<file path="config.mk">
export PLATFORM = sky130hd
export DESIGN_NAME = igp_ctrl
export DESIGN_NICKNAME = d
export VERILOG_FILES = /design/src/igp_pkg.sv /design/src/igp_leg.sv /design/src/igp_ctrl.sv
export VERILOG_INCLUDE_DIRS = /design/src
export SDC_FILE = /design/constraint.sdc
export NUM_CORES = 1
export LEC_CHECK = 0
export ABC_CLOCK_PERIOD_IN_PS = 2520
export BUFFER_PORTS_ARGS = -buffer_cell sky130_fd_sc_hd__buf_2
export CAP_MARGIN = 15
export CORE_MARGIN = 5
export CORE_UTILIZATION = 60
export DETAILED_ROUTE_END_ITERATION = 12
export PLACE_DENSITY = 0.89
export SYNTH_ARGS = -nofsm -noshare
export SYNTH_HDL_FRONTEND = slang
export SYNTH_SLANG_ARGS = --single-unit
</file>
<file path="constraint.sdc">
create_clock -name i_clk -period 2.52 [get_ports i_clk]
set_input_delay 0 -clock i_clk [delete_from_list [all_inputs] [get_ports i_clk]]
set_output_delay 0 -clock i_clk [all_outputs]
set_load 0.1 [all_outputs]
</file>
<file path="src/igp_consts.svh">
// Timing constants for the inverter gate controller
`ifndef IGP_CONSTS_SVH
`define IGP_CONSTS_SVH

`define IGP_CLK_MHZ         100
`define IGP_DEAD_NS         2000
`define IGP_MIN_ON_NS       1500
`define IGP_MIN_OFF_NS      1500
`define IGP_MIN_OFF_HI_NS   3000

// Least times round up to whole cycles
`define IGP_NS2CYC(ns)      ((((ns) * `IGP_CLK_MHZ) + 999) / 1000)
`define IGP_DEAD_CYC        `IGP_NS2CYC(`IGP_DEAD_NS)
`define IGP_MIN_ON_CYC      `IGP_NS2CYC(`IGP_MIN_ON_NS)
`define IGP_MIN_OFF_CYC     `IGP_NS2CYC(`IGP_MIN_OFF_NS)
`define IGP_MIN_OFF_HI_CYC  `IGP_NS2CYC(`IGP_MIN_OFF_HI_NS)

`define IGP_CNT_W           9

`endif

</file>
<file path="src/igp_pkg.sv">
// Types for the inverter gate controller
package igp_pkg;
    typedef enum logic [1:0] {
        S_IDLE,
        S_HIGH,
        S_LOW,
        S_DEAD
    } igp_leg_state_t;
endpackage

</file>
<file path="src/igp_leg.sv">
// One phase leg: dead time, least on and off pulse widths, fault blocking
`timescale 1ns/1ps
`include "igp_consts.svh"
module igp_leg #(
    parameter int DEAD_CYC    = `IGP_DEAD_CYC,
    parameter int MIN_ON_CYC  = `IGP_MIN_ON_CYC,
    parameter int MIN_OFF_CYC = `IGP_MIN_OFF_CYC,
    parameter int MIN_OFF_HI  = `IGP_MIN_OFF_HI_CYC
) (
    input  wire logic i_clk,
    input  wire logic i_srst,
    input  wire logic i_high_req,
    input  wire logic i_low_req,
    input  wire logic i_block,
    input  wire logic i_high_current,
    output logic      o_high,
    output logic      o_low
);
    localparam int CW = `IGP_CNT_W;

    initial begin
        if (DEAD_CYC < 1 || MIN_ON_CYC < 1 || MIN_OFF_CYC < 1 || MIN_OFF_HI < 1 ||
            DEAD_CYC >= (1 << CW) || MIN_ON_CYC >= (1 << CW) || MIN_OFF_HI >= (1 << CW) ||
            MIN_OFF_CYC >= (1 << CW)) begin
            $error("igp_leg: timing counts out of range");
        end
    end

    function automatic logic [CW-1:0] max_cyc(input int a, input int b);
        max_cyc = (a > b) ? CW'(a) : CW'(b);
    endfunction

    igp_pkg::igp_leg_state_t state_q;
    igp_pkg::igp_leg_state_t state_d;
    logic [CW-1:0]           cnt_q;
    logic [CW-1:0]           cnt_d;
    logic [CW-1:0]           wait_cyc;
    logic                    high_q;
    logic                    high_d;
    logic                    low_q;
    logic                    low_d;
    logic                    gap_ok;

    always_comb begin
        // A load that turns heavy after a normal gap waits out the longer off width
        gap_ok   = !i_high_current ||
                   (int'(cnt_q) + int'(max_cyc(DEAD_CYC, MIN_OFF_CYC)) >= MIN_OFF_HI);
        // Off gap covers dead time and least off pulse for the present load
        wait_cyc = i_high_current ? max_cyc(DEAD_CYC, MIN_OFF_HI) : max_cyc(DEAD_CYC, MIN_OFF_CYC);
        state_d  = state_q;
        case (state_q)
            igp_pkg::S_IDLE: begin
                // Restart only from all-low with the fault released
                if (!i_block && gap_ok && i_high_req && !i_low_req) begin
                    state_d = igp_pkg::S_HIGH;
                end else if (!i_block && gap_ok && i_low_req && !i_high_req) begin
                    state_d = igp_pkg::S_LOW;
                end
            end
            igp_pkg::S_HIGH, igp_pkg::S_LOW: begin
                if (i_block) begin
                    state_d = igp_pkg::S_DEAD;
                end else if (cnt_q >= CW'(MIN_ON_CYC - 1)) begin
                    if ((state_q == igp_pkg::S_HIGH && !i_high_req) ||
                        (state_q == igp_pkg::S_LOW && !i_low_req)) begin
                        state_d = igp_pkg::S_DEAD;
                    end
                end
            end
            igp_pkg::S_DEAD: begin
                if (cnt_q >= wait_cyc - CW'(1)) begin
                    state_d = igp_pkg::S_IDLE;
                end
            end
            default: begin
                state_d = igp_pkg::S_IDLE;
            end
        endcase
        if (state_d != state_q) begin
            cnt_d = '0;
        end else if (cnt_q != {CW{1'b1}}) begin
            cnt_d = cnt_q + CW'(1);
        end else begin
            cnt_d = cnt_q;
        end
        high_d = (state_d == igp_pkg::S_HIGH);
        low_d  = (state_d == igp_pkg::S_LOW);
    end

    always_ff @(posedge i_clk) begin
        if (i_srst) begin
            // Start with a full off gap: a gate may have been on just before reset
            state_q <= igp_pkg::S_DEAD;
            cnt_q   <= '0;
            high_q  <= 1'b0;
            low_q   <= 1'b0;
        end else begin
            state_q <= state_d;
            cnt_q   <= cnt_d;
            high_q  <= high_d;
            low_q   <= low_d;
        end
    end

    assign o_high = high_q;
    assign o_low  = low_q;

    // Checker helpers: run lengths of the off gap and of the on pulse
    logic [CW-1:0] off_run_q;
    logic [CW-1:0] on_run_q;
    always_ff @(posedge i_clk) begin
        if (i_srst) begin
            off_run_q <= '0;
            on_run_q  <= '0;
        end else begin
            off_run_q <= (high_q || low_q) ? '0 : ((off_run_q == {CW{1'b1}}) ? off_run_q : off_run_q + CW'(1));
            on_run_q  <= (high_q || low_q) ? ((on_run_q == {CW{1'b1}}) ? on_run_q : on_run_q + CW'(1)) : '0;
        end
    end
endmodule

</file>
<file path="src/igp_ctrl.sv">
// Three-phase gate command controller facing the inverter power module
`timescale 1ns/1ps
`include "igp_consts.svh"
// How it works
// - Fault line is open drain, low when asserted; controller only senses it, the pull-up is outside.
// - Controller leaves at least 2.0 us between one switch off and opposite on.
// - Controller keeps each on pulse at least 1.5 us long, except one that a block cuts short.
// - Controller keeps off pulses at least 1.5 us, or 3.0 us at high current.
module igp_ctrl #(
    parameter int PHASES      = 3,
    parameter int DEAD_CYC    = `IGP_DEAD_CYC,
    parameter int MIN_ON_CYC  = `IGP_MIN_ON_CYC,
    parameter int MIN_OFF_CYC = `IGP_MIN_OFF_CYC,
    parameter int MIN_OFF_HI  = `IGP_MIN_OFF_HI_CYC
) (
    input  wire logic              i_clk,
    input  wire logic              i_srst,
    input  wire logic              i_enable,
    input  wire logic              i_high_current,
    input  wire logic [PHASES-1:0] i_high_req,
    input  wire logic [PHASES-1:0] i_low_req,
    input  wire logic              i_fault_line_n,
    output logic      [PHASES-1:0] o_high_gate,
    output logic      [PHASES-1:0] o_low_gate,
    output logic                   o_fault_active,
    output logic                   o_fault_seen
);
    initial begin
        if (PHASES != 3) begin
            $error("igp_ctrl: the power module has exactly three phase legs");
        end
    end

    logic fault_now;
    logic fault_q;
    logic fault_d;
    logic seen_q;
    logic seen_d;
    logic block;

    // Open-drain line: a low level means the module reports a fault
    assign fault_now = !i_fault_line_n;

    always_comb begin
        fault_d = fault_now;
        // Event latch: a new fault wins over the clear by a disabled controller
        if (fault_now) begin
            seen_d = 1'b1;
        end else if (!i_enable) begin
            seen_d = 1'b0;
        end else begin
            seen_d = seen_q;
        end
    end

    always_ff @(posedge i_clk) begin
        if (i_srst) begin
            fault_q <= 1'b0;
            seen_q  <= 1'b0;
        end else begin
            fault_q <= fault_d;
            seen_q  <= seen_d;
        end
    end

    // Pulses stop while the line is low and until software re-enables
    assign block = fault_now || seen_q || !i_enable;

    genvar g;
    generate
        for (g = 0; g < PHASES; g++) begin : g_leg
            igp_leg #(
                .DEAD_CYC    (DEAD_CYC),
                .MIN_ON_CYC  (MIN_ON_CYC),
                .MIN_OFF_CYC (MIN_OFF_CYC),
                .MIN_OFF_HI  (MIN_OFF_HI)
            ) u_leg (
                .i_clk          (i_clk),
                .i_srst         (i_srst),
                .i_high_req     (i_high_req[g]),
                .i_low_req      (i_low_req[g]),
                .i_block        (block),
                .i_high_current (i_high_current),
                .o_high         (o_high_gate[g]),
                .o_low          (o_low_gate[g])
            );
        end
    endgenerate

    assign o_fault_active = fault_q;
    assign o_fault_seen   = seen_q;
endmodule

</file>
==> impl_metrics.py, run 1 <==
metrics = {
    "logic_synthesis": {
        "async_reset_ff_share_pct": 0,
        "synth-edff-count": 0,
        "synth.area.top_cells": "dfxtp_1 25%, ha_1 20%, nor2_1 4.2%, inv_1 3.6%, xor2_1 3.2%",
        "syn_area_per_cell_sq_um": 8.45,
        "synth-seq-cells": 41,
        "syn_nets": 446,
        "seq_area_frac_synth_pct": 25.3,
        "synth_warnings": 0,
        "synth_cell_types": 59,
        "synth_area_sq_um": 3240,
        "netlist.area_leader.share_pct": 25.3,
        "yosysTopAreaCell": "dfxtp_1",
        "synth_ff_type": "dfxtp_1",
        "synthCells": 384,
    },
    "power_and_ir_drop": {
        "p_leak_nw": 1.51,
        "vdd_drop_max_uv": 595,
        "powerDensity_nw_per_um2": 627,
        "internal-power_mw": 1.24,
        "pwr-share-seq_pct": 38.3,
        "power.share.clock_pct": 20.0,
        "total_power_mw": 2.20,
        "pwr-share-comb_pct": 41.7,
        "p_sw_share_pct": 43.5,
        "power.switching_mw": 0.959,
    },
    "setup_path": {
        "cpPeakStageDelay_ns": 0.41,
        "slowest_stage": "or4_1",
        "required_ns": 2.76,
        "path_class": "register to register",
        "worst_setup_path_end_kind": "register",
        "cp_data_arrival_time_ns": 2.63,
        "crit_path_cell_trace": "ha_1, or4_1, a31oi_1, a211o_1, a21oi_1, o32ai_1, o21ai_2, nor2_1",
        "cp_max_fo": 9,
        "cp-start-kind": "register",
        "rr_endpoint": "g_leg[1].u_leg.cnt_q[1]",
        "rr_startpoint": "g_leg[1].u_leg.cnt_q[3]",
        "reg2reg_depth": 8,
        "critPathBufInv": 0,
        "rrSetupSlack_ns": 0.13,
        "crit_family": "compound AO/OA/AOI/OAI gates",
    },
    "route": {
        "met2_length_um": 3670,
        "wl_per_cell_um": 15.5,
        "antenna_left": 0,
        "vias": 2879,
        "drc_errors": 0,
        "vias_per_cell": 6.07,
        "met3_wirelength_um": 429,
        "first_pass_iters": 4,
        "wl_met1_um": 3170,
        "wl_um": 7350,
        "drt_iter0_drc": 171,
        "routed.top_layer": "met4",
    },
    "clock_tree": {
        "cts.clk_slew.worst_paths_ns": 0.09,
        "clock_latency_ns": 0.31,
        "cts_buffers": 5,
        "clockBufferDepth": 2,
        "root_buffer": "clkbuf_8",
        "cts_sinks": 41,
        "cts_tree": "done",
        "h-tree-depth": 2,
    },
    "sta": {
        "skew_ns": 0.00664,
        "max_slew_margin_pct": 67.0,
        "min_period_ns": 2.39,
        "tightest_slew_ns": 0.499,
        "setup_viol": 0,
        "slew_viol_final": 0,
        "hold_viol_final": 0,
        "post-route-period-util_pct": 94.9,
        "max_freq_mhz": 418,
    },
    "placed_design": {
        "place.gp.congestion": 0.932,
        "port_buffers": 18,
        "place_area_sq_um": 3370,
        "dp_hpwl_um": 5320,
        "dp_cells": 464,
    },
    "flow_run": {
        "max-cap-violations": 0,
    },
    "finish": {
        "drive_gt1_share_pct": 11.9,
        "fin_cells": 474,
        "area_growth_syn_to_layout_pct": 8.41,
        "nets": 465,
        "final_area_sq_um": 3520,
        "diodes": 0,
    },
    "global_routing": {
        "track_usage_pct": 21.3,
        "gr-total-overflow": 0,
        "grt_max_degree": 20,
        "grt_pass1_vias": 2781,
        "antenna_found_initial": 0,
        "grt_first_pass_wirelength_um": 12400,
    },
    "worst_hold_path": {
        "hold_depth": 3,
        "min_from": "i_high_req[1]",
        "hold_end": "g_leg[1].u_leg.o_low",
        "min_path_type": "primary input to register",
    },
    "floorplanning": {
        "start_util_pct": 62.7,
        "dieArea_sq_um": 6980,
        "fp.coreArea_sq_um": 5170,
        "fp.dieW_um": 83.5,
        "die_h_um": 83.5,
        "rows": 26,
        "ios": 19,
    },
    "run_status": {
        "status": "finished clean",
    },
}
-- flip-flops by register name, summed over array words and instances (netlist names) --
name / count
o_fault_seen: 1
g_leg.u_leg.cnt_q: 27
g_leg.u_leg.o_low: 3
o_fault_active: 1
g_leg.u_leg.o_high: 3
g_leg.u_leg.state_q: 6
-- placed cells by master (no fill, tap or decap), types with 4 or more instances in the layout --
master    netlist  routed
nand2_1        18      18
nor2_1         36      36
nor4_1         14      14
and3_1          6       6
o211ai_1        6       6
nand3_1         9       9
buf_2           0      18
ha_1           51      50
xor2_1         12      12
buf_4           6       4
nor2b_1        13      13
clkbuf_8        0       5
inv_1          31      31
xnor2_1        10      10
nand2b_1        7       7
o21ai_0        19      19
a211oi_1        9       7
mux2i_1         6       6
nand4_1         9       9
a21oi_1         9       9
and4_1          4       4
dfxtp_1        41      38
a31oi_1         6       6
nor3b_1         6       6
-- final cells by class --
class	count	area, sq um
sequential	41	825
clock buffer	5	68.8
clock inverter	3	17.5
tap	70	87.6
timing repair buffer	24	140
inverter	31	116
multi-input combinational	300	2260
fill	402	1660
-- per-stage QoR --
step	util [%]	hold slack, ns	setup slack (ns)	setup TNS [ns]
CTS	67.2	0.0309	0.0469	0
global route	68.0	0.0635	-0.0353	-0.106
finish	68.0	0.0443	0.129	0
detailed placement	65.1	0.225	0.0695	0
floorplan	-	0.0724	0.223	0
global placement	65.1	0.225	0.200	0
-- power groups by stage --
stage | Clock (mW) | Sequential (mW) | Combinational, mW
2_1_floorplan | 0 | 0.840 | 0.747
3_3_place_gp | 0 | 0.849 | 0.869
3_5_place_dp | 0 | 0.857 | 0.895
4_1_cts | 0.446 | 0.841 | 0.906
5_1_grt | 0.482 | 0.861 | 1.03
6_report | 0.441 | 0.845 | 0.918
-- cell usage after synthesis (7+ instances only) --
cell type  count
dfxtp_1       41
nor4_1        14
nor2_1        36
nand2b_1       7
nand3_1        9
a211oi_1       9
xor2_1        12
a21oi_1        9
nor2b_1       13
xnor2_1       10
inv_1         31
ha_1          51
nand2_1       18
nand4_1        9
o21ai_0       19
-- metal layers --
metal,up-vias,global-route usage (%)
li1,1430,-
met5,-,0
met4,0,8.04
met2,93,37.3
met1,1349,24.9
met3,7,5.33
-- cells by family after synthesis --
group | synth area share, %
fa+ha+maj | 19.7
buf+inv | 6.13
simple gates | 22.7
mux | 2.20
compound gates | 18.0
flops | 25.3
xor+xnor | 5.94
-- how the worst max path moves through the flow --
stage / to / slack, ns / depth (start not counted) / startpoint
floorplan: g_leg[0].u_leg.cnt_q[0] / 0.22 / 9 / o_fault_seen
global placement: g_leg[0].u_leg.cnt_q[2] / 0.20 / 8 / g_leg[0].u_leg.cnt_q[3]
detailed placement: g_leg[0].u_leg.cnt_q[2] / 0.07 / 8 / g_leg[0].u_leg.cnt_q[3]
CTS: g_leg[0].u_leg.cnt_q[2] / 0.05 / 8 / g_leg[0].u_leg.cnt_q[3]
global route: g_leg[2].u_leg.cnt_q[8] / -0.04 / 8 / g_leg[2].u_leg.cnt_q[4]
finish: g_leg[1].u_leg.cnt_q[1] / 0.13 / 8 / g_leg[1].u_leg.cnt_q[3]
-- worst register-to-register path, delay by kind of cell (launching register included) --
kind	cells	cell delay (ns)
AO/OA/AOI/OAI	5	1.06
adder cells (fa/ha/maj)	1	0.32
flip-flops	1	0.39
AND/OR/NAND/NOR	2	0.56
-- timing repair --
action | in CTS | in global routing
hold buffers | 2 | 0
hold endpoints to repair | 2 | 0
gates resized for setup | 0 | 10
buffers inserted | 0 | 0
setup endpoints to repair | 0 | 19
Note: power is estimated with default switching activity, not from simulation.
==> run 2, diff against run 1 <==
Settings changed: ABC_CLOCK_PERIOD_IN_PS 2520 to 2900, CTS_BUF_LIST set to sky130_fd_sc_hd__clkbuf_16, SYNTH_HIERARCHICAL set to 1.
Clock period 2.52 ns to 2.9 ns, I/O delays scaled along.
==> run 2 against run 1 <==
Effect of this change:
- die area is 0.55% lower
- core utilization up 0.24 points
- synthesized cell count shrank 7.3%
- largest power group is now registers
- clock power grew 18%
- highest routed layer unchanged
==> impl_metrics.py, run 2 <==
metrics = {
    "setup_path": {
        "slowest_stage": "or4_1",
        "crit_path_cell_trace": "ha_1, or4_1, a32oi_2, o21ai_2, a22oi_2, nor3_1",
        "cp_data_arrival_time_ns": 2.49,
        "cp-start-kind": "register",
        "worst_setup_path_end_kind": "register",
        "cpPeakStageDelay_ns": 0.52,
        "required_ns": 3.04,
        "rr_startpoint": "g_leg[2].u_leg/cnt_q[3]",
        "path_class": "register to register",
        "cp-startpoint": "g_leg[2].u_leg/cnt_q[3]",
        "cp_max_fo": 9,
    },
    "finish": {
        "nets": 436,
        "top_register": "g_leg.u_leg/cnt_q",
        "layout_commonest_cell": "ha_1",
        "largest_reg_flops": 27,
        "fin_cells": 448,
        "fin_util_pct": 68.2,
        "drive_gt1_share_pct": 13.5,
        "diodes": 0,
        "top_regs": "g_leg.u_leg/cnt_q (27), g_leg.u_leg/state_q (6)",
        "final_area_sq_um": 3530,
        "area_growth_syn_to_layout_pct": 9.47,
        "final_cell_mix": "48 x ha_1, 41 x dfxtp_1, 36 x nor2_1, 27 x inv_1, 22 x nor3_1",
    },
    "sta": {
        "rsz0062_at_grt": "no",
        "tightest_slew_ns": 0.691,
        "min_period_ns": 2.35,
        "hold_viol_final": 0,
        "post-route-period-util_pct": 81.0,
        "setup_viol": 0,
        "slew_viol_final": 0,
        "skew_ns": 0.00397,
        "tns_ns": 0,
        "max_freq_mhz": 426,
        "max_slew_margin_pct": 53.3,
    },
    "power_and_ir_drop": {
        "vdd_drop_max_uv": 392,
        "pwr-share-seq_pct": 39.1,
        "p_sw_share_pct": 35.1,
        "internal-power_mw": 1.12,
        "power.share.clock_pct": 30.1,
        "power.switching_mw": 0.604,
        "total_power_mw": 1.72,
        "powerDensity_nw_per_um2": 488,
        "pwr-share-comb_pct": 30.8,
        "p_leak_nw": 1.48,
    },
    "floorplanning": {
        "fp.dieW_um": 83.3,
        "ios": 19,
        "die_h_um": 83.3,
        "rows": 26,
        "start_util_pct": 62.3,
        "fp.coreArea_sq_um": 5170,
        "dieArea_sq_um": 6940,
    },
    "clock_tree": {
        "clockBufferDepth": 2,
        "cts_buffers": 5,
        "clock_latency_ns": 0.28,
        "ctsResizeCount": 0,
        "postCtsSetupRepairBufs": 0,
        "cts.clk_slew.worst_paths_ns": 0.06,
        "cts_sinks": 41,
        "h-tree-depth": 2,
        "holdBufCountCts": 1,
        "cts_tree": "done",
        "root_buffer": "clkbuf_16",
    },
    "logic_synthesis": {
        "synth_warnings": 6,
        "synth_ff_type": "dfxtp_1",
        "syn_nets": 415,
        "synth_area_sq_um": 3220,
        "synth_cell_types": 52,
        "netlist.area_leader.share_pct": 25.5,
        "synth-edff-count": 0,
        "synthCells": 356,
        "syn_area_per_cell_sq_um": 9.05,
        "synth_most_common_cell": "ha_1",
        "seq_area_frac_synth_pct": 25.5,
        "synth-seq-cells": 41,
        "yosysTopAreaCell": "dfxtp_1",
        "async_reset_ff_share_pct": 0,
        "synth_common_cells": "48 x ha_1, 41 x dfxtp_1, 36 x nor2_1",
        "synth.area.top_cells": "dfxtp_1 25%, ha_1 19%, nor2_1 4.2%, xor2_1 3.5%, nor3_1 3.4%",
    },
    "route": {
        "wl_per_cell_um": 15.6,
        "vias_per_cell": 6.02,
        "antenna_left": 0,
        "vias": 2698,
        "wl_um": 6970,
        "first_pass_iters": 4,
        "drt_iter0_drc": 133,
        "drc_errors": 0,
    },
    "placed_design": {
        "place.gp.congestion": 0.834,
        "port_buffers": 18,
        "dp_hpwl_um": 4960,
        "dp_cells": 439,
        "place_area_sq_um": 3380,
    },
    "global_routing": {
        "antenna_found_initial": 0,
        "track_usage_pct": 20.8,
        "grt_first_pass_wirelength_um": 12300,
        "grt_max_degree": 17,
        "grt_pass1_vias": 2667,
        "gr-total-overflow": 0,
    },
    "worst_hold_path": {
        "min_path_type": "primary input to register",
        "min_from": "i_enable",
    },
    "run_status": {
        "status": "finished clean",
    },
    "flow_run": {
        "max-cap-violations": 0,
    },
}
==> run 2: cell type report <==
class / instances / area, sq um
repair buffers: 19 / 100
flip-flops and latches: 41 / 821
clock buffers: 5 / 125
well taps: 70 / 87.6
multi-input cells: 284 / 2280
clock inverters: 3 / 13.8
inverters: 26 / 97.6
fillers: 396 / 1640
==> run 2: kinds of logic (layout without fill, tap and decap cells) <==
| group | count (synthesis) | count (layout) | synth area share [%] |
|---|---|---|---|
| and+or+nand+nor | 130 | 130 | 22.2 |
| AOI/OAI and AO/OA | 74 | 74 | 21.0 |
| adders and majority gates | 48 | 48 | 18.6 |
| DFF | 41 | 41 | 25.5 |
| buffers and inverters | 31 | 53 | 3.69 |
| xor gates and xnor gates | 24 | 24 | 6.52 |
| muxes | 8 | 8 | 2.48 |
==> run 2: power groups by stage <==
stage	combinational [mW]	clock, mW	sequential [mW]
final	0.530	0.519	0.674
after global routing	0.585	0.562	0.682
after CTS	0.529	0.531	0.672
after detailed placement	0.520	0	0.684
after global placement	0.508	0	0.681
after floorplan	0.344	0	0.744
==> run 2: stage by stage <==
| stage | hold slack [ns] | worst slack, ns |
|---|---|---|
| 2_1_floorplan | 0.0624 | 0.386 |
| 3_3_place_gp | 0.203 | 0.654 |
| 3_5_place_dp | 0.212 | 0.568 |
| 4_1_cts | 0.00967 | 0.567 |
| 5_1_grt | 0.0199 | 0.368 |
| 6_report | 0.0112 | 0.551 |
==> run 2: routing by layer <==
metal	wire [um]	track usage, %
met5	0	0
met4	47	5.20
met3	294	3.86
met2	3490	36.1
met1	3140	26.4
==> run 2: final timing paths <==
check / endpoint / slack [ns] / depth (start not counted)
hold / removal: o_fault_seen / 0.01 / 3
setup / recovery: g_leg[2].u_leg/cnt_q[8] / 0.55 / 6
setup reg to reg: g_leg[2].u_leg/cnt_q[8] / 0.55 / 6
hold reg to reg: o_fault_seen / 0.49 / 2
==> run 2: critical path: cells and delay by family, from the launching register on <==
family                     cells  cell delay [ns]
and+or+nand+nor                2             0.64
DFF                            1             0.40
adders and majority gates      1             0.33
AOI/OAI and AO/OA              3             0.85
==> run 3, diff against run 2 <==
Settings changed: ABC_CLOCK_PERIOD_IN_PS 2900 to 2100, CORE_UTILIZATION 60 to 56, PLACE_DENSITY 0.89 to 0.87.
Clock period 2.9 ns to 2.1 ns, I/O delays scaled along.
==> run 3 against run 2 <==
Effect of this change:
- the flow now finishes with violations (setup timing)
- non-clock buffer count grew 64
- highest routed layer unchanged
- final cell count grew 15%
- first-iteration DRC count grew 150%
- power grew 74%
- die area grew 6.3%
- clock skew grew 0.0031 ns
- via count grew 29%
==> impl_metrics.py, run 3 (synthesis gave the netlist of run 2 again) <==
metrics = {
    "run_status": {
        "status": "complete, but fails checks",
        "violations": "setup timing",
    },
    "global_routing": {
        "grtUsageMet2_pct": 44.8,
        "grt_max_degree": 17,
        "met1_usage_pct": 29.1,
        "grt_first_pass_wirelength_um": 15200,
        "antenna_found_initial": 0,
        "use_met3_pct": 5.19,
        "track_usage_pct": 25.5,
        "top_usage_layer": "met2",
        "gr-total-overflow": 0,
        "grt_pass1_vias": 3190,
    },
    "power_and_ir_drop": {
        "pwr-share-comb_pct": 40.8,
        "powerDensity_nw_per_um2": 664,
        "power.switching_mw": 1.13,
        "p_sw_share_pct": 37.9,
        "vdd_drop_max_uv": 435,
        "internal-power_mw": 1.86,
        "pwr-share-seq_pct": 30.1,
        "power.share.clock_pct": 29.2,
        "p_leak_nw": 1.89,
    },
    "setup_path": {
        "rrSetupSlack_ns": -0.18,
        "cp_data_arrival_time_ns": 2.47,
        "rr_endpoint": "g_leg[2].u_leg/cnt_q[3]",
        "path_class": "register to register",
        "crit_end": "g_leg[2].u_leg/cnt_q[3]",
        "cp_max_fo": 5,
        "cp-start-kind": "register",
        "worst_setup_path_end_kind": "register",
        "reg2reg_depth": 8,
        "rr_startpoint": "g_leg[2].u_leg/cnt_q[3]",
        "cp-startpoint": "g_leg[2].u_leg/cnt_q[3]",
        "required_ns": 2.29,
    },
    "sta": {
        "hold_viol_final": 0,
        "setup_viol": 32,
        "slew_viol_final": 0,
        "max_slew_margin_pct": 64.8,
        "worst_slack_ns": -0.179,
        "tightest_slew_ns": 0.531,
        "min_period_ns": 2.28,
        "max_freq_mhz": 439,
        "post-route-period-util_pct": 109,
        "skew_ns": 0.00704,
        "rsz0062_at_grt": "yes",
    },
    "finish": {
        "fin_util_pct": 81.3,
        "final-seq-area_sq_um": 852,
        "top_register": "g_leg.u_leg/cnt_q",
        "fillers": 260,
        "top_regs": "g_leg.u_leg/cnt_q (27), g_leg.u_leg/state_q (6)",
        "final_area_sq_um": 4510,
        "drive_gt1_share_pct": 41.4,
        "multi_input_area_sq_um": 2660,
        "diodes": 0,
        "final_cell_mix": "56 x buf_4, 44 x ha_1, 26 x nor2_1, 26 x dfxtp_1, 23 x inv_1",
        "layout_commonest_cell": "buf_4",
        "nets": 502,
        "largest_reg_flops": 27,
        "area_growth_syn_to_layout_pct": 39.8,
    },
    "clock_tree": {
        "cts_sinks": 41,
        "cts.clk_slew.worst_paths_ns": 0.06,
        "clockBufferDepth": 2,
        "cts_buffers": 5,
        "h-tree-depth": 2,
        "root_buffer": "clkbuf_16",
        "cts_tree": "done",
        "clock_latency_ns": 0.29,
    },
    "route": {
        "wl_per_cell_um": 22.9,
        "first_pass_iters": 6,
        "antenna_left": 0,
        "drc_errors": 0,
        "drt_iter0_drc": 330,
        "vias": 3484,
        "wl_um": 11800,
        "vias_per_cell": 6.75,
    },
    "floorplanning": {
        "rows": 27,
        "fp.dieW_um": 85.9,
        "start_util_pct": 58.2,
        "die_h_um": 85.9,
        "dieArea_sq_um": 7370,
        "ios": 19,
        "fp.coreArea_sq_um": 5540,
    },
    "placed_design": {
        "pre_cts_slack_ns": -0.104,
        "place.gp.congestion": 0.856,
        "dp_hpwl_um": 5750,
        "place_area_sq_um": 3700,
        "port_buffers": 18,
    },
    "worst_hold_path": {
        "min_path_type": "primary input to register",
    },
    "flow_run": {
        "max-cap-violations": 0,
    },
}
run 3: layer usage:
metal	part of all wire (%)	vias up	wire length, um
met2	47	264	5580
met1	36	1633	4300
li1	-	1481	-
met4	7.9	0	935
met5	0	-	0
met3	8.3	106	980
run 3: per-stage QoR:
stage	instances	TNS (ns)	hold WS [ns]	total power [mW]
global route	516	-6.07	0.0804	3.10
CTS	504	0	0.0485	2.75
detailed placement	483	-0.925	0.206	1.76
finish	516	-3.28	0.0850	2.99
floorplan	356	0	0.0533	1.50
global placement	483	-0.0173	0.199	1.72
run 3: area by class of cell:
cell class / count / area share, %
Clock buffer: 5 / 2.78
Sequential cell: 41 / 18.9
Timing Repair Buffer: 83 / 14.2
Tap cell: 72 / 2.00
Clock inverter: 3 / 0.861
Inverter: 26 / 2.17
Multi-Input combinational cell: 286 / 59.1
run 3: power by group through the flow:
stage               Sequential [mW]  Clock, mW  Combinational (mW)
global route                  0.905      0.912                1.29
finish                        0.900      0.873                1.22
detailed placement            0.908          0               0.849
CTS                           0.891      0.866               0.996
floorplan                      1.03          0               0.475
global placement              0.904          0               0.811
run 3: timing repair:
item | 4_1_cts | 5_1_grt
resized for setup | 26 | 70
pin swaps | 12 | 32
hold endpoints to repair | 2 | 0
hold buffers | 2 | 0
setup buffers | 9 | 11
endpoints found under the setup margin | 28 | 38
cloned | 2 | 2
run 3: worst min path at each step:
stage / from / to / cells past startpoint
2_1_floorplan: i_srst / o_fault_seen / 1
3_3_place_gp: i_fault_line_n / o_fault_seen / 2
6_report: i_srst / g_leg[1].u_leg/o_low / 2
5_1_grt: i_srst / g_leg[1].u_leg/o_low / 2
4_1_cts: i_srst / g_leg[1].u_leg/o_low / 2
3_5_place_dp: i_fault_line_n / o_fault_seen / 2
run 3: worst max-delay path: stages (launching register included):
cell and delay (ns):
dfxtp_4 0.36, ha_4 0.16, or4_1 0.48, a311oi_4 0.36, o21ai_2 0.14, nor2_1 0.19
a22oi_2 0.12, buf_6 0.15, nor3_1 0.20
